[src/mcaux_pkg.sv]
//////////////////////////////////////////////////////////////////////
// Behaviour
// - Core drives its own 16-bit flag copy
// - Flags active low, reset to one
// - Unlocked core forces all flags inactive
// - Interrupt-set instruction drives host interrupt request
// - Subroutine jump captures program counter
// - Offset compensation switchable, first four converters
// - Fourth low offset reused high; negative none
// - Gain-select instruction changes shunt amplifier gain
// - ADC request enters conversion, no comparisons
// - Status word written whole or single bit
// - Backdoor address from own register or index
// - Backdoor reaches SPI registers, not RAMs
// - Read: load address, issue, result to data
// - Write: load address and data, then issue
// - Two-cycle operation; locations held while busy
// - Idle backdoor locations serve as spare storage
// - Write dropped if target locked at issue
// - Per-output fields written only where granted
// - Filter fields written only for granted converters
// - Converter and boost threshold registers refused
// - Converter drive mode needs low-side grant
// - End-of-actuation mode, optional source threshold zero
// - Conversion result visible in converter access mode
//////////////////////////////////////////////////////////////////////
package mcaux_pkg;
  localparam int FLAG_W = 16;
  localparam int STAT_W = 16;
  localparam int PC_W = 10;
  localparam int BDA_W = 8;
  localparam int BDD_W = 16;
  localparam int N_HS = 5;
  localparam int N_LS = 7;
  localparam int N_OUT = 12;
  localparam int N_CONV = 4;
  localparam int THR_W = 3;
  localparam int SLEW_W = 2;
  localparam int GAIN_W = 2;
  localparam int FLT_W = 8;
  localparam int BFLT_W = 13;
  localparam int LS1_N = 5;
  localparam int BD_CYCLES = 2;
  localparam int GRANT_LS7 = 11;
  localparam int CG_BOOST = 4;
  localparam int CG_EOA_AUTO = 5;
  localparam int CG_W = 6;
  localparam logic [FLAG_W-1:0] FLAG_RST = 16'hffff;
  localparam logic [1:0] DAM_DAC = 2'h0;
  localparam logic [1:0] DAM_OFFS = 2'h1;
  localparam logic [1:0] DAM_FULL = 2'h2;
  localparam logic [11:0] A_OUT_GRANT = 12'h000;
  localparam logic [11:0] A_CUR_GRANT = 12'h004;
  localparam logic [11:0] A_STATUS = 12'h008;
  localparam logic [11:0] A_FLAGS = 12'h00c;
  localparam logic [11:0] A_RET_PC = 12'h010;
  localparam logic [11:0] A_BDOOR = 12'h014;
  localparam logic [11:0] A_MEAS = 12'h018;
  localparam logic [7:0] BA_BIAS = 8'h88;
  localparam logic [7:0] BA_VDS_HS = 8'h8a;
  localparam logic [7:0] BA_VSRC_HS = 8'h8b;
  localparam logic [7:0] BA_VDS_LS1 = 8'h8c;
  localparam logic [7:0] BA_VDS_LS2 = 8'h8d;
  localparam logic [7:0] BA_HS_SLEW = 8'h8e;
  localparam logic [7:0] BA_LS_SLEW = 8'h8f;
  localparam logic [7:0] BA_CF12 = 8'h98;
  localparam logic [7:0] BA_CF34L = 8'h99;
  localparam logic [7:0] BA_CF4H4N = 8'h9a;
  localparam logic [7:0] BA_BOOST_DAC = 8'h9b;
  localparam logic [7:0] BA_BOOST_FLT = 8'h9d;
  localparam logic [7:0] BA_DAC_LO = 8'ha0;
  localparam logic [7:0] BA_DAC_HI = 8'ha5;
  typedef enum logic [3:0] {
    OP_NONE, OP_FLAGS, OP_IRQ, OP_JSR, OP_OFFC, OP_GAIN, OP_ADC, OP_STATUS,
    OP_ASRC, OP_BD_ADDR, OP_BD_DATA, OP_BD_RD, OP_BD_WR, OP_DACMODE, OP_DCDC, OP_EOA
  } mcaux_op_t;
  typedef struct packed {
    mcaux_op_t op;
    logic single;
    logic [3:0] bit_sel;
    logic [15:0] data;
  } mcaux_cmd_t;
  typedef struct packed {
    logic [N_CONV-1:0] oc_en;
    logic oc_4h;
    logic oc_4neg;
    logic [GAIN_W-1:0] gain;
    logic adc_mode;
    logic thr_cmp_en;
    logic adc_view;
  } mcaux_cm_t;
  typedef struct packed {
    logic req;
    logic we;
    logic [BDA_W-1:0] addr;
    logic [BDD_W-1:0] wdata;
    logic [BDD_W-1:0] wmask;
  } mcaux_bd_t;
endpackage

[src/mcaux_core.sv]
// Decided for this implementation: register access over APB and the placing of the registers.
`timescale 1ns/1ps
module mcaux_core
  import mcaux_pkg::*;
#(
  parameter int N_OTHER = 3
)(
  input wire logic pclk,
  input wire logic presetn,
  input wire logic psel,
  input wire logic penable,
  input wire logic pwrite,
  input wire logic [11:0] paddr,
  input wire logic [31:0] pwdata,
  output logic [31:0] prdata,
  output logic pready,
  output logic pslverr,
  input wire mcaux_cmd_t cmd,
  input wire logic [PC_W-1:0] program_counter,
  input wire logic [BDA_W-1:0] index_reg,
  input wire logic core_unlocked,
  input wire logic [N_OTHER-1:0] other_irq,
  input wire logic spi_target_locked,
  input wire logic [BDD_W-1:0] spi_rdata,
  output logic [FLAG_W-1:0] flags_n,
  output logic irq,
  output logic host_interrupt_pin_n,
  output logic [PC_W-1:0] ret_pc,
  output logic [STAT_W-1:0] status_bits,
  output mcaux_cm_t cm_ctrl,
  output mcaux_bd_t bd,
  output logic bd_busy,
  output logic [BDA_W-1:0] bd_addr_reg,
  output logic [BDD_W-1:0] bd_data_reg,
  output logic dcdc_mode,
  output logic eoa_mode,
  output logic hs_src_thr_zero
);
  if (N_OTHER < 1)
  begin : g_bad_other
    $error("N_OTHER must be at least one");
  end

  //////////////////////////////////////////////////////////////////////
  // Internal registers and signals
  logic [FLAG_W-1:0] flags_q;
  logic [N_OUT-1:0] out_grant;
  logic [CG_W-1:0] cur_grant;
  logic asrc_index;
  logic [1:0] dac_mode;
  logic [GAIN_W-1:0] gain_q;
  logic [N_CONV-1:0] oc_q;
  logic adc_q;
  typedef enum logic [1:0] {BD_IDLE, BD_ACT, BD_DONE} mcaux_bd_st_t;
  mcaux_bd_st_t bd_st;
  logic bd_wr_q;
  logic bd_ok;
  logic [BDD_W-1:0] bd_mask_q;
  logic [BDD_W-1:0] next_mask;
  logic refused;
  logic [BDA_W-1:0] bd_sel_addr;

  //////////////////////////////////////////////////////////////////////
  // Flags
  always_ff @(posedge pclk or negedge presetn)
  begin
    if (!presetn)
      flags_q <= FLAG_RST;
    else if (cmd.op == OP_FLAGS)
    begin
      if (cmd.single)
        flags_q[cmd.bit_sel] <= cmd.data[0];
      else
        flags_q <= cmd.data;
    end
  end

  assign flags_n = core_unlocked ? FLAG_RST : flags_q;

  //////////////////////////////////////////////////////////////////////
  // Interrupt, subroutine, status
  always_ff @(posedge pclk or negedge presetn)
  begin
    if (!presetn)
      irq <= 1'b0;
    else if (cmd.op == OP_IRQ)
      irq <= cmd.data[0];
  end

  assign host_interrupt_pin_n = ~(irq | (|other_irq));

  always_ff @(posedge pclk or negedge presetn)
  begin
    if (!presetn)
      ret_pc <= '0;
    else if (cmd.op == OP_JSR)
      ret_pc <= program_counter;
  end

  always_ff @(posedge pclk or negedge presetn)
  begin
    if (!presetn)
      status_bits <= '0;
    else if (cmd.op == OP_STATUS)
    begin
      if (cmd.single)
        status_bits[cmd.bit_sel] <= cmd.data[0];
      else
        status_bits <= cmd.data;
    end
  end

  //////////////////////////////////////////////////////////////////////
  // Current measure control
  always_ff @(posedge pclk or negedge presetn)
  begin
    if (!presetn)
    begin
      oc_q <= '0;
      gain_q <= '0;
      adc_q <= 1'b0;
      dac_mode <= DAM_FULL;
    end
    else
    begin
      if (cmd.op == OP_OFFC)
        oc_q <= cmd.data[N_CONV-1:0];
      if (cmd.op == OP_GAIN)
        gain_q <= cmd.data[GAIN_W-1:0];
      if (cmd.op == OP_ADC)
        adc_q <= cmd.data[0];
      if (cmd.op == OP_DACMODE)
        dac_mode <= cmd.data[1:0];
    end
  end

  always_comb
  begin
    cm_ctrl.oc_en = oc_q;
    cm_ctrl.oc_4h = oc_q[N_CONV-1];
    cm_ctrl.oc_4neg = 1'b0;
    cm_ctrl.gain = gain_q;
    cm_ctrl.adc_mode = adc_q;
    cm_ctrl.thr_cmp_en = ~adc_q;
    cm_ctrl.adc_view = adc_q & (dac_mode == DAM_DAC);
  end

  //////////////////////////////////////////////////////////////////////
  // Converter drive and end of actuation
  always_ff @(posedge pclk or negedge presetn)
  begin
    if (!presetn)
    begin
      dcdc_mode <= 1'b0;
      eoa_mode <= 1'b0;
    end
    else
    begin
      if (cmd.op == OP_DCDC && out_grant[GRANT_LS7])
        dcdc_mode <= cmd.data[0];
      if (cmd.op == OP_EOA)
        eoa_mode <= cmd.data[0];
    end
  end

  assign hs_src_thr_zero = eoa_mode & cur_grant[CG_EOA_AUTO];

  //////////////////////////////////////////////////////////////////////
  // Backdoor locations and address source
  always_ff @(posedge pclk or negedge presetn)
  begin
    if (!presetn)
      asrc_index <= 1'b0;
    else if (cmd.op == OP_ASRC)
      asrc_index <= cmd.data[0];
  end

  assign bd_sel_addr = asrc_index ? index_reg : bd_addr_reg;

  always_ff @(posedge pclk or negedge presetn)
  begin
    if (!presetn)
      bd_addr_reg <= '0;
    else if (cmd.op == OP_BD_ADDR && !bd_busy)
      bd_addr_reg <= cmd.data[BDA_W-1:0];
  end

  always_ff @(posedge pclk or negedge presetn)
  begin
    if (!presetn)
      bd_data_reg <= '0;
    else if (bd_st == BD_DONE && !bd_wr_q)
      bd_data_reg <= bd_ok ? spi_rdata : '0;
    else if (cmd.op == OP_BD_DATA && !bd_busy)
      bd_data_reg <= cmd.data;
  end

  //////////////////////////////////////////////////////////////////////
  // Access masks
  logic [BDD_W-1:0] m_vds_hs;
  logic [BDD_W-1:0] m_vds_ls1;
  logic [BDD_W-1:0] m_vds_ls2;
  logic [BDD_W-1:0] m_hs_slew;
  logic [BDD_W-1:0] m_ls_slew;

  always_comb
  begin
    m_vds_hs = '0;
    m_vds_ls1 = '0;
    m_vds_ls2 = '0;
    m_hs_slew = '0;
    m_ls_slew = '0;
    for (int i = 0; i < N_HS; i++)
    begin
      m_vds_hs[i*THR_W +: THR_W] = {THR_W{out_grant[i]}};
      m_hs_slew[i*SLEW_W +: SLEW_W] = {SLEW_W{out_grant[i]}};
    end
    for (int i = 0; i < N_LS; i++)
    begin
      m_ls_slew[i*SLEW_W +: SLEW_W] = {SLEW_W{out_grant[N_HS+i]}};
      if (i < LS1_N)
        m_vds_ls1[i*THR_W +: THR_W] = {THR_W{out_grant[N_HS+i]}};
      else
        m_vds_ls2[(i-LS1_N)*THR_W +: THR_W] = {THR_W{out_grant[N_HS+i]}};
    end
  end

  always_comb
  begin
    next_mask = '0;
    refused = 1'b0;
    case (bd_sel_addr)
      BA_VDS_HS, BA_VSRC_HS: next_mask = m_vds_hs;
      BA_VDS_LS1: next_mask = m_vds_ls1;
      BA_VDS_LS2: next_mask = m_vds_ls2;
      BA_HS_SLEW: next_mask = m_hs_slew;
      BA_LS_SLEW: next_mask = m_ls_slew;
      BA_BIAS: next_mask = {{(BDD_W-N_OUT){1'b0}}, out_grant};
      BA_CF12: next_mask = {{FLT_W{cur_grant[1]}}, {FLT_W{cur_grant[0]}}};
      BA_CF34L: next_mask = {{FLT_W{cur_grant[3]}}, {FLT_W{cur_grant[2]}}};
      BA_CF4H4N: next_mask = {BDD_W{cur_grant[3]}};
      BA_BOOST_FLT: next_mask = {{(BDD_W-BFLT_W){1'b0}}, {BFLT_W{cur_grant[CG_BOOST]}}};
      BA_BOOST_DAC: refused = 1'b1;
      default:
      begin
        next_mask = {BDD_W{1'b1}};
        refused = (bd_sel_addr >= BA_DAC_LO) && (bd_sel_addr <= BA_DAC_HI);
      end
    endcase
  end

  //////////////////////////////////////////////////////////////////////
  // Backdoor sequencer
  always_ff @(posedge pclk or negedge presetn)
  begin
    if (!presetn)
    begin
      bd_st <= BD_IDLE;
      bd_wr_q <= 1'b0;
      bd_ok <= 1'b0;
      bd_mask_q <= '0;
    end
    else
    begin
      case (bd_st)
        BD_IDLE:
        begin
          if ((cmd.op == OP_BD_RD) || (cmd.op == OP_BD_WR))
          begin
            bd_st <= BD_ACT;
            bd_wr_q <= (cmd.op == OP_BD_WR);
            bd_ok <= !refused && !((cmd.op == OP_BD_WR) && spi_target_locked);
            bd_mask_q <= next_mask;
          end
        end
        BD_ACT: bd_st <= BD_DONE;
        BD_DONE: bd_st <= BD_IDLE;
        default: bd_st <= BD_IDLE;
      endcase
    end
  end

  assign bd_busy = (bd_st != BD_IDLE);

  always_comb
  begin
    bd.addr = bd_sel_addr;
    bd.wdata = bd_data_reg;
    bd.wmask = bd_mask_q;
    bd.req = (bd_st == BD_ACT) && bd_ok;
    bd.we = (bd_st == BD_ACT) && bd_ok && bd_wr_q;
  end

  //////////////////////////////////////////////////////////////////////
  // APB slave
  logic setup;
  logic mapped;

  assign setup = psel && !penable;
  assign pready = 1'b1;
  assign mapped = (paddr == A_OUT_GRANT) || (paddr == A_CUR_GRANT) || (paddr == A_STATUS)
    || (paddr == A_FLAGS) || (paddr == A_RET_PC) || (paddr == A_BDOOR) || (paddr == A_MEAS);
  assign pslverr = psel && penable && !mapped;

  always_ff @(posedge pclk or negedge presetn)
  begin
    if (!presetn)
    begin
      out_grant <= '0;
      cur_grant <= '0;
    end
    else if (psel && penable && pwrite)
    begin
      if (paddr == A_OUT_GRANT)
        out_grant <= pwdata[N_OUT-1:0];
      if (paddr == A_CUR_GRANT)
        cur_grant <= pwdata[CG_W-1:0];
    end
  end

  always_ff @(posedge pclk or negedge presetn)
  begin
    if (!presetn)
      prdata <= '0;
    else if (setup)
    begin
      case (paddr)
        A_OUT_GRANT: prdata <= {{(32-N_OUT){1'b0}}, out_grant};
        A_CUR_GRANT: prdata <= {{(32-CG_W){1'b0}}, cur_grant};
        A_STATUS: prdata <= {16'h0000, status_bits};
        A_FLAGS: prdata <= {16'h0000, flags_n};
        A_RET_PC: prdata <= {{(32-PC_W){1'b0}}, ret_pc};
        A_BDOOR: prdata <= {7'h00, bd_busy, bd_addr_reg, bd_data_reg};
        A_MEAS: prdata <= {19'h00000, dcdc_mode, eoa_mode, irq, asrc_index, dac_mode, adc_q, gain_q, oc_q};
        default: prdata <= '0;
      endcase
    end
  end

  //////////////////////////////////////////////////////////////////////
  // Checks
  a_flags_unlocked: assert property (@(posedge pclk) disable iff (!presetn)
    core_unlocked |-> flags_n == FLAG_RST) else $error("flags not inactive while unlocked");
  a_flags_write: assert property (@(posedge pclk) disable iff (!presetn)
    (cmd.op == OP_FLAGS && !cmd.single) ##1 !core_unlocked |-> flags_n == $past(cmd.data))
    else $error("flag word not written");
  a_irq_pin: assert property (@(posedge pclk) disable iff (!presetn)
    (cmd.op == OP_IRQ && cmd.data[0]) |=> !host_interrupt_pin_n) else $error("irq pin not low");
  a_pin_any: assert property (@(posedge pclk) disable iff (!presetn)
    (|other_irq) |-> !host_interrupt_pin_n) else $error("irq pin ignores other cores");
  a_jsr_capture: assert property (@(posedge pclk) disable iff (!presetn)
    cmd.op == OP_JSR |=> ret_pc == $past(program_counter)) else $error("return pc not captured");
  a_status_bit: assert property (@(posedge pclk) disable iff (!presetn)
    (cmd.op == OP_STATUS && cmd.single) |=> status_bits[$past(cmd.bit_sel)] == $past(cmd.data[0]))
    else $error("status bit not written");
  a_adc_nocmp: assert property (@(posedge pclk) disable iff (!presetn)
    cm_ctrl.adc_mode |-> !cm_ctrl.thr_cmp_en && !cm_ctrl.oc_4neg) else $error("comparison in adc mode");
  a_oc_4h: assert property (@(posedge pclk) disable iff (!presetn)
    cm_ctrl.oc_4h == cm_ctrl.oc_en[N_CONV-1]) else $error("4h offset mismatch");
  a_bd_twocycle: assert property (@(posedge pclk) disable iff (!presetn)
    (!bd_busy && (cmd.op == OP_BD_RD || cmd.op == OP_BD_WR)) |=> bd_busy [*2] ##1 !bd_busy)
    else $error("backdoor not two cycles");
  a_bd_locked: assert property (@(posedge pclk) disable iff (!presetn)
    (!bd_busy && cmd.op == OP_BD_WR && spi_target_locked) |-> ##1 !bd.we ##1 !bd.we)
    else $error("write to locked target");
  a_bd_refuse: assert property (@(posedge pclk) disable iff (!presetn)
    (!bd_busy && cmd.op == OP_BD_WR && bd_sel_addr == BA_BOOST_DAC) |=> !bd.req)
    else $error("boost threshold reached");
  a_bd_hold: assert property (@(posedge pclk) disable iff (!presetn)
    bd_st == BD_ACT |=> $stable(bd_addr_reg)) else $error("backdoor address moved");
  a_dcdc_grant: assert property (@(posedge pclk) disable iff (!presetn)
    (cmd.op == OP_DCDC && !out_grant[GRANT_LS7]) |=> $stable(dcdc_mode)) else $error("dcdc without grant");
endmodule // mcaux_core

[config.mk]
export PLATFORM = sky130hd
export DESIGN_NAME = mcaux_core
export DESIGN_NICKNAME = d
export VERILOG_FILES = /design/src/mcaux_pkg.sv /design/src/mcaux_core.sv
export SDC_FILE = /design/constraint.sdc
export NUM_CORES = 1
export LEC_CHECK = 0
export ABC_AREA = 1
export BUFFER_PORTS_ARGS = -buffer_cell sky130_fd_sc_hd__buf_2
export CAP_MARGIN = 5
export CORE_ASPECT_RATIO = 2
export CORE_MARGIN = 1.5
export CORE_UTILIZATION = 26
export DETAILED_ROUTE_END_ITERATION = 10
export PLACE_DENSITY_LB_ADDON = 0.25
export SYNTH_ARGS = -nofsm -noshare
export SYNTH_HDL_FRONTEND = slang
export SYNTH_SLANG_ARGS = --single-unit
[constraint.sdc]
create_clock -name pclk -period 1.7 [get_ports pclk]
set_clock_uncertainty 0.2 [all_clocks]
set_input_delay 0.17 -clock pclk [delete_from_list [all_inputs] [get_ports pclk]]
set_output_delay 0.17 -clock pclk [all_outputs]
set_load 0.005 [all_outputs]
==> summary.md, run 1 <==
| Metric | Value |
|---|---|
| Setup crit end kind | flip-flop |
| TritonCTS buffer count | 17 |
| Nets | 1597 |
| Final wirelength | 34.80 mm |
| Static Leak | 0.006562 uW |
| Share of layout cells above drive strength 1 | 0.3850 |
| Post-DR vias/cell | between 4 and 5 |
| Via count | roughly 8600 |
| CP required | about 1.8 ns |
| Hold/Removal Path Class | input port to flip-flop |
| Worst EP arrival | 2.24 ns |
| Sequential share of the synthesized area | 0.4430 |
| Rows | 91 |
| Number of synthesized flops with an enable pin | 0 |
| Hold Slack | -0.03446 ns |
| Pwr Density | roughly 980 nW/um2 |
| CTS H-tree depth | 4 |
| DR DRC count | 0 |
| FILL cells | between 3000 and 4000 |
| Die H | around 250 um |
| Final Max Tran Viols | 0 |
| Initial DRC Count | just under 400 |
| Most flops, register | prdata |
| Number of flip-flops in the largest register | 25 |
| Final Non-Filler Cells | between 1500 and 2000 |
| Post-detail-place hpwl | ~28 mm |
| Critical Path Slowest Stage Cell | dfrtp_2 |
| Die area | roughly 32000 um2 |
| Synthesized area per cell | approximately 7.4 um2 |
| Core Footprint | 30740 um2 |
| I/O pins | between 200 and 300 |
| Final Hold Fails | 1 |
| Main area contributors after synthesis | dfrtp_1 (39%), nand2_1 (15%), dfstp_2 (5.5%), inv_1 (5.1%), nor2_1 (5.1%) |
| Post-Synthesis Cells | around 1100 |
| Vias in the first global route | about 8700 |
| First-pass GRT wire length | between 50 and 60 mm |
| Top Family by Delay on Critical Path | simple AND/OR/NAND/NOR gates |
| CTS tree | built |
| Worst Tran Pin Value | 0.5060 ns |
| Clk_lat worst skew | approximately 0.46 ns |
| Worst Setup Start Kind | flip-flop |
| Final design utilization | 0.4066 |
| Final min period | 2.095 ns |
| Crit-path max FO | 6 |
| Initial Utilization | 0.2625 |
| Warnings, synthesis | 0 |
| Area growth syn-to-layout | 54.89% |
| Placed cells | 1755 |
| Largest area contributor in the netlist | dfrtp_1 |
| Post-CTS Hold Buffers | 65 |
| Maxcap violations | 0 |
| Max Fclk | 477.2 MHz |
| Failing checks | hold timing, setup timing |
| Unrepaired setup endpoints after global routing | yes |
| Crit-path cells | buf_4 -> nand2_1 -> nand2_4 -> nand2_4 -> nor2_4 -> buf_4 -> nand3_4 -> nand2_4 -> nor2_4 -> nand3_2 -> nor2_4 -> nor2_2 |
| Clock Tree Buf Depth | 2 |
| Largest net degree at the start of global routing | 47 |
| Detailed Routing Iterations Pass 1 | 5 |
| Slew margin rel. | 0.6591 |
| Crit share post-route | 1.233 |
| Share of the synthesized area in the top cell type | 0.3877 |
| Ys flop type | dfrtp_1 |
| PortBufs | 242 |
| Clock-pin transition on the worst setup and hold timing paths | about 0.070 ns |
| Synth async-reset ratio | 1.000 |
| Antenna-violating nets left | 0 |
| WP buf/inv | 2 |
| Final setup vio count | 26 |
| Worst slack, placed | -0.4493 ns |
| Register bit total from synthesis | 142 |
| Outcome | finished with violations |
| Synth Cell Area | between 8000 and 9000 um2 |
| Unique masters post-synth | 37 |
| Critical Path Max Stage Delay | 0.44 ns |
| WL per Instance | 18.61 um |
| Peak supply drop | roughly 0.00067 V |
| Setup WS post-layout | -0.3953 ns |
| Overall die width | between 100 and 150 um |
| Antenna violations before repair | 2 |
| CTS Sinks | between 100 and 150 |
| GRT Overall Usage | 0.2171 |
| Grt ovf | 0 |
| Root Driver | clkbuf_16 |
| Gpl congestion | just over 0.9 |
| Worst setup path category | flip-flop to flip-flop |
-- cell type report --
type	count	area (um2)	area share
multi-input cells	776	4222	0.3378
flip-flops and latches	142	3578	0.2863
diodes	2	5.005	0.0004004
inverters	112	422.9	0.03384
repair buffers	435	3117	0.2494
clock buffers	21	480.5	0.03844
well taps	372	465.4	0.03724
clock inverters	10	207.7	0.01662
-- per-stage QoR --
stage / hold slack [ns] / cell area (um2) / TNS, ns / total power (uW)
after global routing: -0.005866 / 12500 / -9.468 / 12830
after CTS: -0.04928 / 12140 / -7.408 / 12250
after floorplan: -0.3256 / 8144 / -2.198 / 5784
after global placement: -0.08834 / 10480 / -9.916 / 7338
after detailed placement: -0.08501 / 10480 / -11.47 / 7371
final: -0.03446 / 12500 / -7.115 / 12280
-- repair_timing --
item / 4_1_cts / 5_1_grt
gates resized for setup: 69 / 68
gates cloned: 2 / 2
setup buffers: 11 / 5
hold endpoints to repair: 205 / 1
pin swaps: 12 / 28
setup endpoints to repair: 53 / 53
-- synthesized netlist by cell type (7+ instances only) --
cell type	instances
a21oi_1	44
nor2_2	31
o31ai_1	7
clkbuf_1	27
dfrtp_1	125
a22oi_1	15
nand2_1	329
nor2_1	109
nand3_1	81
a31oi_1	10
buf_4	31
inv_1	109
mux2_2	12
mux2i_1	20
o21ai_0	66
dfstp_2	17
-- cells by family (layout without fill, tap and decap cells) --
group,after synthesis,in the layout,share of synthesized area
compound gates,148,148,0.1019
mux,32,32,0.04156
flops,142,142,0.4430
simple gates,585,587,0.3120
buf+inv,178,578,0.1006
other cells,2,11,0.0009307
-- where the power goes --
part	internal (uW)	switching, uW	leakage [uW]
logic	1560	1770	0.00452
clock network	2900	1560	0.000339
registers	3990	512	0.00170
total	8440	3830	0.00656
-- placed cells by master (no fill, tap or decap), types with 32 or more instances in the layout --
cell type      count
dlygate4sd3_1     65
inv_1            104
nor2_1            91
o21ai_0           62
nand2_2           32
nand2_1          290
a21oi_1           42
dfrtp_1          122
nand3_1           72
buf_2            238
buf_4            102
-- layer usage --
layer,vias to the layer above,wire (um),global-route usage
li1,4244,-,-
met1,4030,11770,0.2102
met2,259,19780,0.4230
met3,79,1253,0.03112
met4,0,1996,0.1319
met5,-,0,0
-- worst reg2reg max path: cells and delay by family (launching register included) --
kind	cells	cell delay, ns
and+or+nand+nor	10	1.03
buffers and inverters	2	0.32
DFF	1	0.44
-- path summary, 6_finish.rpt --
| check | from | end | slack (ns) | cells past startpoint |
|---|---|---|---|---|
| setup reg to reg | asrc_index | bd_mask_q[0] | -0.40 | 12 |
| hold reg to reg | prdata[24] | prdata[24] | 0.27 | 2 |
| setup / recovery | asrc_index | bd_mask_q[0] | -0.40 | 12 |
| hold / removal | cmd[22] | bd_wr_q | -0.03 | 5 |
| max in group asynchronous | presetn | flags_q[7] | 0.61 | 3 |
| min in group asynchronous | presetn | bd_mask_q[1] | 0 | 2 |
Power figures use the tool's default switching activity.
==> run 2, diff against run 1 <==
Settings changed: PLACE_DENSITY_LB_ADDON 0.25 to default.
==> summary.md, run 2 (synthesis gave the netlist of run 1 again) <==
| Metric | Value |
|---|---|
| Outcome | finished with violations (unchanged) |
| Failing checks | hold timing, setup timing (unchanged) |
| CTS Sinks | 142 (unchanged) |
| Antenna-violating nets left | 0 (unchanged) |
| Unrepaired setup endpoints after global routing | yes (unchanged) |
| Rows | 91 (unchanged) |
| Placed cells | 1753 (was 1755) |
| Vias in the first global route | 8955 (was 8669) |
| Share of layout cells above drive strength 1 | 0.4222 (was 0.3850) |
| Clock-pin transition on the worst setup and hold timing paths | 0.07 ns (about the same) |
| DP Area | 10460 um2 (was 10480 um2) |
| Post-route setup TNS | -7.813 ns (was -7.115 ns) |
| Worst Tran Pin Value | 0.7280 ns (was 0.5060 ns) |
| WL per Instance | 19.40 um (was 18.61 um) |
| Initial Utilization | 0.2625 (unchanged) |
| Static Leak | 0.006690 uW (was 0.006562 uW) |
| Crit share post-route | 1.263 (was 1.233) |
| Final Max Tran Viols | 0 (unchanged) |
| Post-detail-place hpwl | 27.98 mm (was 27.61 mm) |
| Final wirelength | 36.55 mm (was 34.80 mm) |
| Worst Setup Start Kind | flip-flop (unchanged) |
| GRT Overall Usage | 0.2215 (was 0.2171) |
| First-pass GRT wire length | 52.23 mm (was 50.95 mm) |
| Via count | 8949 (was 8612) |
| Die H | 252.1 um (unchanged) |
| Detailed Routing Iterations Pass 1 | 5 (unchanged) |
| FILL cells | 3087 (was 3217) |
| Final Non-Filler Cells | 1884 (was 1870) |
| CP required | 1.83 ns (was 1.84 ns) |
| Root Driver | clkbuf_16 (unchanged) |
| Number of flip-flops in the largest register | 25 (unchanged) |
| Clk_lat worst skew | 0.45 ns (was 0.46 ns) |
| Most flops, register | prdata (unchanged) |
| Area growth syn-to-layout | 60.94% (was 54.89%) |
| Core Footprint | 30740 um2 (unchanged) |
| Critical Path Slowest Stage Cell | dfrtp_2 (unchanged) |
| CTS tree | built (unchanged) |
| Initial DRC Count | 466 (was 391) |
| Final setup vio count | 26 (unchanged) |
| PortBufs | 242 (unchanged) |
| Final instance area | 12990 um2 (was 12500 um2) |
| Pwr Density | 940.7 nW/um2 (was 982.4 nW/um2) |
| Final Hold Fails | 2 (was 1) |
| Max Fclk | 465.7 MHz (was 477.2 MHz) |
| Nets | 1611 (was 1597) |
| Grt ovf | 0 (unchanged) |
| Largest net degree at the start of global routing | 45 (was 47) |
| Setup crit end kind | flip-flop (unchanged) |
| Setup WS post-layout | -0.4473 ns (was -0.3953 ns) |
| Overall die width | 127.6 um (unchanged) |
| Hold/Removal Path Class | input port to flip-flop (unchanged) |
| Slew margin rel. | 0.5095 (was 0.6591) |
| Clock Tree Buf Depth | 2 (unchanged) |
| Gpl congestion | 0.9528 (was 0.9331) |
| Peak supply drop | 0.0009141 V (was 0.0006685 V) |
| I/O pins | 272 (unchanged) |
| Commonest non-fill, non-tap cells in the layout | nand2_1 (278), buf_2 (235), dfrtp_1 (122) (was nand2_1 (290), buf_2 (238), dfrtp_1 (122)) |
| Final min period | 2.147 ns (was 2.095 ns) |
| Worst setup path category | flip-flop to flip-flop (unchanged) |
| Crit-path max FO | 5 (was 6) |
| Design Power | 12220 uW (was 12280 uW) |
| Antenna violations before repair | 2 (unchanged) |
| Maxcap violations | 0 (unchanged) |
| DR DRC count | 0 (unchanged) |
| Commonest non-fill, non-tap cell in the layout | nand2_1 (unchanged) |
| Die area | 32160 um2 (unchanged) |
| Crit-path cells | buf_6 -> nand2_1 -> nand2_4 -> nand2_8 -> nor2_4 -> buf_4 -> clkbuf_16 -> nand3_1 -> nand2_1 -> nor2_1 -> nand3_2 -> nor2_4 -> nor2_2 (was buf_4 -> nand2_1 -> nand2_4 -> nand2_4 -> nor2_4 -> buf_4 -> nand3_4 -> nand2_4 -> nor2_4 -> nand3_2 -> nor2_4 -> nor2_2) |
| Post-DR vias/cell | 4.750 (was 4.605) |
| Critical Path Max Stage Delay | 0.44 ns (about the same) |
| Hold Slack | -0.02401 ns (was -0.03446 ns) |
| TritonCTS buffer count | 17 (unchanged) |
| Worst EP arrival | 2.28 ns (was 2.24 ns) |
| CTS H-tree depth | 4 (unchanged) |
## run 2: cell count changes in the layout (fill, tap and decap cells not counted), sizes merged
cell | previous run | this run
bufbuf | 0 | 1
clkbuf | 23 | 22
clkinv | 5 | 7
bufinv | 6 | 3
diode | 2 | 1
buf | 368 | 380
nor2 | 143 | 142
inv | 111 | 113
clkinvlp | 0 | 3
## run 2: cell type report
cell class / count / area [um2] / area share
Clock inverter: 14 / 182.7 / 0.01407
Tap cell: 372 / 465.4 / 0.03584
Antenna cell: 1 / 2.502 / 0.0001927
Multi-Input combinational cell: 775 / 4519 / 0.3480
Sequential cell: 142 / 3578 / 0.2756
Clock buffer: 18 / 439.2 / 0.03382
Timing Repair Buffer: 450 / 3371 / 0.2596
Inverter: 112 / 427.9 / 0.03295
## run 2: timing repair
action / 4_1_cts / 5_1_grt
pin swaps: 20 / 70
hold buffers: 67 / 0
resized for setup: 52 / 187
gates cloned: 2 / 6
endpoints found under the setup margin: 32 / 51
setup buffers: 11 / 19
hold endpoints to repair: 217 / 0
## run 2: worst max-delay path: cells and delay by family, from the launching register on
kind | cells | cell delay [ns]
flip-flops | 1 | 0.44
buffers and inverters | 3 | 0.45
AND/OR/NAND/NOR | 10 | 0.95
## run 2: worst paths after layout
path | from | slack, ns | endpoint | cells after the start
worst min-delay path | cmd[22] | -0.02 | bd_wr_q | 5
worst max-delay path | asrc_index | -0.45 | bd_mask_q[0] | 13
max in group asynchronous | presetn | 0.13 | flags_q[12] | 4
worst min register to register | bd_mask_q[11] | 0.28 | bd_mask_q[11] | 2
min in group asynchronous | presetn | 0.52 | prdata[20] | 3
worst max register to register | asrc_index | -0.45 | bd_mask_q[0] | 13
## run 2: report_power, final
group          internal [uW]  switching [uW]  leakage [uW]
clock network           2370            1650      0.000294
registers               3980             606       0.00170
logic                   1730            1870       0.00470
## run 2: metal layers
layer / vias up / GRT usage / part of all wire
met5: - / 0 / 0.00014
li1: 4271 / - / -
met3: 103 / 0.03323 / 0.039
met2: 306 / 0.4212 / 0.56
met4: 2 / 0.1441 / 0.070
met1: 4267 / 0.2183 / 0.34
## run 2: per-stage QoR
| stage | setup slack [ns] | utilization |
|---|---|---|
| final | -0.4473 | 0.4224 |
| after global routing | -0.5393 | 0.4224 |
| after CTS | -0.3770 | 0.3917 |
| after detailed placement | -0.4830 | 0.3401 |
| after global placement | -0.4590 | 0.3401 |
| after floorplan | -0.1609 | - |
==> run 3, diff against run 2 <==
Settings changed: CORE_MARGIN 1.5 to default.
==> summary.md, run 3 (synthesis gave the netlist of run 1 again) <==
| Metric | Value |
|---|---|
| DP Area | 10450 um2 (was 10460 um2) |
| Setup crit end kind | flip-flop (unchanged) |
| Rows | 90 (was 91) |
| Hold/Removal Path Class | input port to flip-flop (unchanged) |
| First-pass GRT wire length | 51.96 mm (was 52.23 mm) |
| DR DRC count | 0 (unchanged) |
| Outcome | finished with violations (unchanged) |
| Post-DR vias/cell | 4.770 (was 4.750) |
| Gpl congestion | 0.9591 (was 0.9528) |
| Crit-path cells | inv_4 -> buf_6 -> nand2_2 -> nand2_2 -> nand2_2 -> nor2_4 -> buf_12 -> nand2_2 -> nand2_4 -> nor2_4 -> nand3_4 -> nand2_8 -> nor2_2 -> nor2_2 (was buf_6 -> nand2_1 -> nand2_4 -> nand2_8 -> nor2_4 -> buf_4 -> clkbuf_16 -> nand3_1 -> nand2_1 -> nor2_1 -> nand3_2 -> nor2_4 -> nor2_2) |
| Pwr Density | 951.0 nW/um2 (was 940.7 nW/um2) |
| Die area | 31790 um2 (was 32160 um2) |
| Final design utilization | 0.4158 (was 0.4224) |
| Clock Tree Buf Depth | 2 (unchanged) |
| Initial Utilization | 0.2664 (was 0.2625) |
| Number of flip-flops in the largest register | 25 (unchanged) |
| Final setup vio count | 27 (was 26) |
| CTS tree | built (unchanged) |
| Static Leak | 0.006593 uW (was 0.006690 uW) |
| Final instance area | 12600 um2 (was 12990 um2) |
| FF-to-FF path depth | 14 (was 13) |
| Die H | 251.1 um (was 252.1 um) |
| Unrepaired setup endpoints after global routing | yes (unchanged) |
| WL per Instance | 18.80 um (was 19.40 um) |
| Maxcap violations | 0 (unchanged) |
| Clock-pin transition on the worst setup and hold timing paths | 0.06 ns (was 0.07 ns) |
| Failing checks | hold timing, setup timing (unchanged) |
| Worst Setup Start Kind | flip-flop (unchanged) |
| Commonest non-fill, non-tap cell in the layout | nand2_1 (unchanged) |
| Via count | 8963 (was 8949) |
| Largest net degree at the start of global routing | 38 (was 45) |
| Most flops, register | prdata (unchanged) |
| CTS Sinks | 142 (unchanged) |
| Antenna-violating nets left | 0 (unchanged) |
| Peak supply drop | 0.0006495 V (was 0.0009141 V) |
| Grt ovf | 0 (unchanged) |
| Max Fclk | 466.9 MHz (was 465.7 MHz) |
| Final Hold Fails | 1 (was 2) |
| Critical Path Slowest Stage Cell | dfrtp_2 (unchanged) |
| Worst R2R End | bd_mask_q[0] (unchanged) |
| PortBufs | 242 (unchanged) |
| Worst Tran Pin Value | 0.7204 ns (was 0.7280 ns) |
| Vias in the first global route | 9152 (was 8955) |
| Clk_lat worst skew | 0.44 ns (was 0.45 ns) |
| Commonest non-fill, non-tap cells in the layout | nand2_1 (284), buf_2 (234), dfrtp_1 (123) (was nand2_1 (278), buf_2 (235), dfrtp_1 (122)) |
| FF-to-FF Start | asrc_index (unchanged) |
| Hold Slack | -0.02284 ns (was -0.02401 ns) |
| Hold depth | 4 (was 5) |
| TritonCTS buffer count | 17 (unchanged) |
| Crit-path most repeated cell | nand2_2 |
| Setup WS post-layout | -0.4416 ns (was -0.4473 ns) |
| I/O pins | 272 (unchanged) |
| Area growth syn-to-layout | 56.10% (was 60.94%) |
| Share of layout cells above drive strength 1 | 0.3966 (was 0.4222) |
| Top Family by Delay on Critical Path | simple AND/OR/NAND/NOR gates (unchanged) |
| WHS Endpoint | eoa_mode (was bd_wr_q) |
| Final min period | 2.142 ns (was 2.147 ns) |
| Worst setup path category | flip-flop to flip-flop (unchanged) |
| Antenna violations before repair | 2 (unchanged) |
| CP required | 1.83 ns (about the same) |
| Nets | 1608 (was 1611) |
| Initial DRC Count | 358 (was 466) |
| Critical Path Max Stage Delay | 0.44 ns (about the same) |
| Crit-path max FO | 7 (was 5) |
| Root Driver | clkbuf_16 (unchanged) |
| Final wirelength | 35.32 mm (was 36.55 mm) |
| WP buf/inv | 3 (unchanged) |
| Reg2reg setup slack | -0.44 ns (was -0.45 ns) |
| Core Footprint | 30290 um2 (was 30740 um2) |
| Slew margin rel. | 0.5146 (was 0.5095) |
| CTS H-tree depth | 4 (unchanged) |
| Final Max Tran Viols | 0 (unchanged) |
| Hold Startpoint | cmd[22] (unchanged) |
| Overall die width | 126.6 um (was 127.6 um) |
| Crit share post-route | 1.260 (was 1.263) |
| Detailed Routing Iterations Pass 1 | 5 (unchanged) |
| FILL cells | 3058 (was 3087) |
| Design Power | 11980 uW (was 12220 uW) |
| Worst EP arrival | 2.27 ns (was 2.28 ns) |
| GRT Overall Usage | 0.2218 (was 0.2215) |
| Post-detail-place hpwl | 27.76 mm (was 27.98 mm) |
-- run 3: cell types whose count changed in the layout (fill, tap and decap cells not counted), moves of 5 or more --
cell / previous run / this run
nand3_1: 63 / 77
a22oi_1: 9 / 1
nor2_1: 76 / 95
inv_2: 8 / 13
nand2_1: 278 / 284
nand3_2: 15 / 5
clkinv_4: 5 / 0
a22oi_2: 6 / 14
nor2_4: 44 / 24
a21oi_1: 35 / 40
a21oi_2: 9 / 4
buf_4: 97 / 103
-- run 3: worst reg2reg max path, stage by stage (launching register included) --
cell and delay [ns]:
dfrtp_2 0.44, inv_4 0.11, buf_6 0.10, nand2_2 0.05, nand2_2 0.08, nand2_2 0.07
nor2_4 0.17, buf_12 0.15, nand2_2 0.06, nand2_4 0.09, nor2_4 0.04, nand3_4 0.18
nand2_8 0.11, nor2_2 0.13, nor2_2 0.04
-- run 3: layout make-up --
type	count	area [um2]	area share
inverter	112	422.9	0.03358
multi-input combinational	775	4244	0.3369
tap	368	460.4	0.03656
antenna	3	7.507	0.0005960
clock inverter	9	131.4	0.01043
sequential	142	3577	0.2840
timing repair buffer	447	3254	0.2584
clock buffer	23	498.0	0.03954
-- run 3: how the worst max path moves through the flow --
stage                     startpoint            to  slack (ns)  cells after the start
after floorplan           asrc_index  bd_mask_q[1]       -0.16                     14
after global placement    asrc_index  bd_mask_q[1]       -0.39                     12
after detailed placement  asrc_index  bd_mask_q[9]       -0.44                     11
after CTS                 asrc_index  bd_mask_q[3]       -0.38                     13
after global routing      asrc_index  bd_mask_q[0]       -0.54                     14
final                     asrc_index  bd_mask_q[0]       -0.44                     14
-- run 3: what timing repair did --
| item | in CTS | in global routing |
|---|---|---|
| pin swaps | 32 | 41 |
| gates cloned | 1 | 5 |
| hold buffers | 68 | 0 |
| endpoints found under the setup margin | 51 | 63 |
| endpoints found under the hold margin | 216 | 0 |
| buffers inserted | 16 | 9 |
| resized for setup | 75 | 91 |
-- run 3: metrics by stage --
stage / setup WS (ns) / setup TNS, ns / std cells
after floorplan: -0.1609 / -2.198 / 1094
after global placement: -0.3933 / -9.438 / 1755
after detailed placement: -0.4390 / -10.70 / 1755
after CTS: -0.3830 / -7.090 / 1865
after global routing: -0.5366 / -11.05 / 1878
final: -0.4416 / -8.102 / 1879
-- run 3: report_power, final --
part           internal [uW]  switching, uW  total, uW
Combinational           1640           1800       3430
Clock                   2500           1510       4020
Sequential              3990            544       4530
Total                   8130           3850      12000
-- run 3: metal layers --
metal | share of wire | GRT usage | vias to the layer above | routed length [um]
li1 | - | - | 4265 | -
met1 | 0.33 | 0.2077 | 4240 | 11630
met2 | 0.55 | 0.4194 | 349 | 19360
met3 | 0.039 | 0.02979 | 109 | 1362
met4 | 0.084 | 0.1859 | 0 | 2964
met5 | 0 | 0 | - | 0
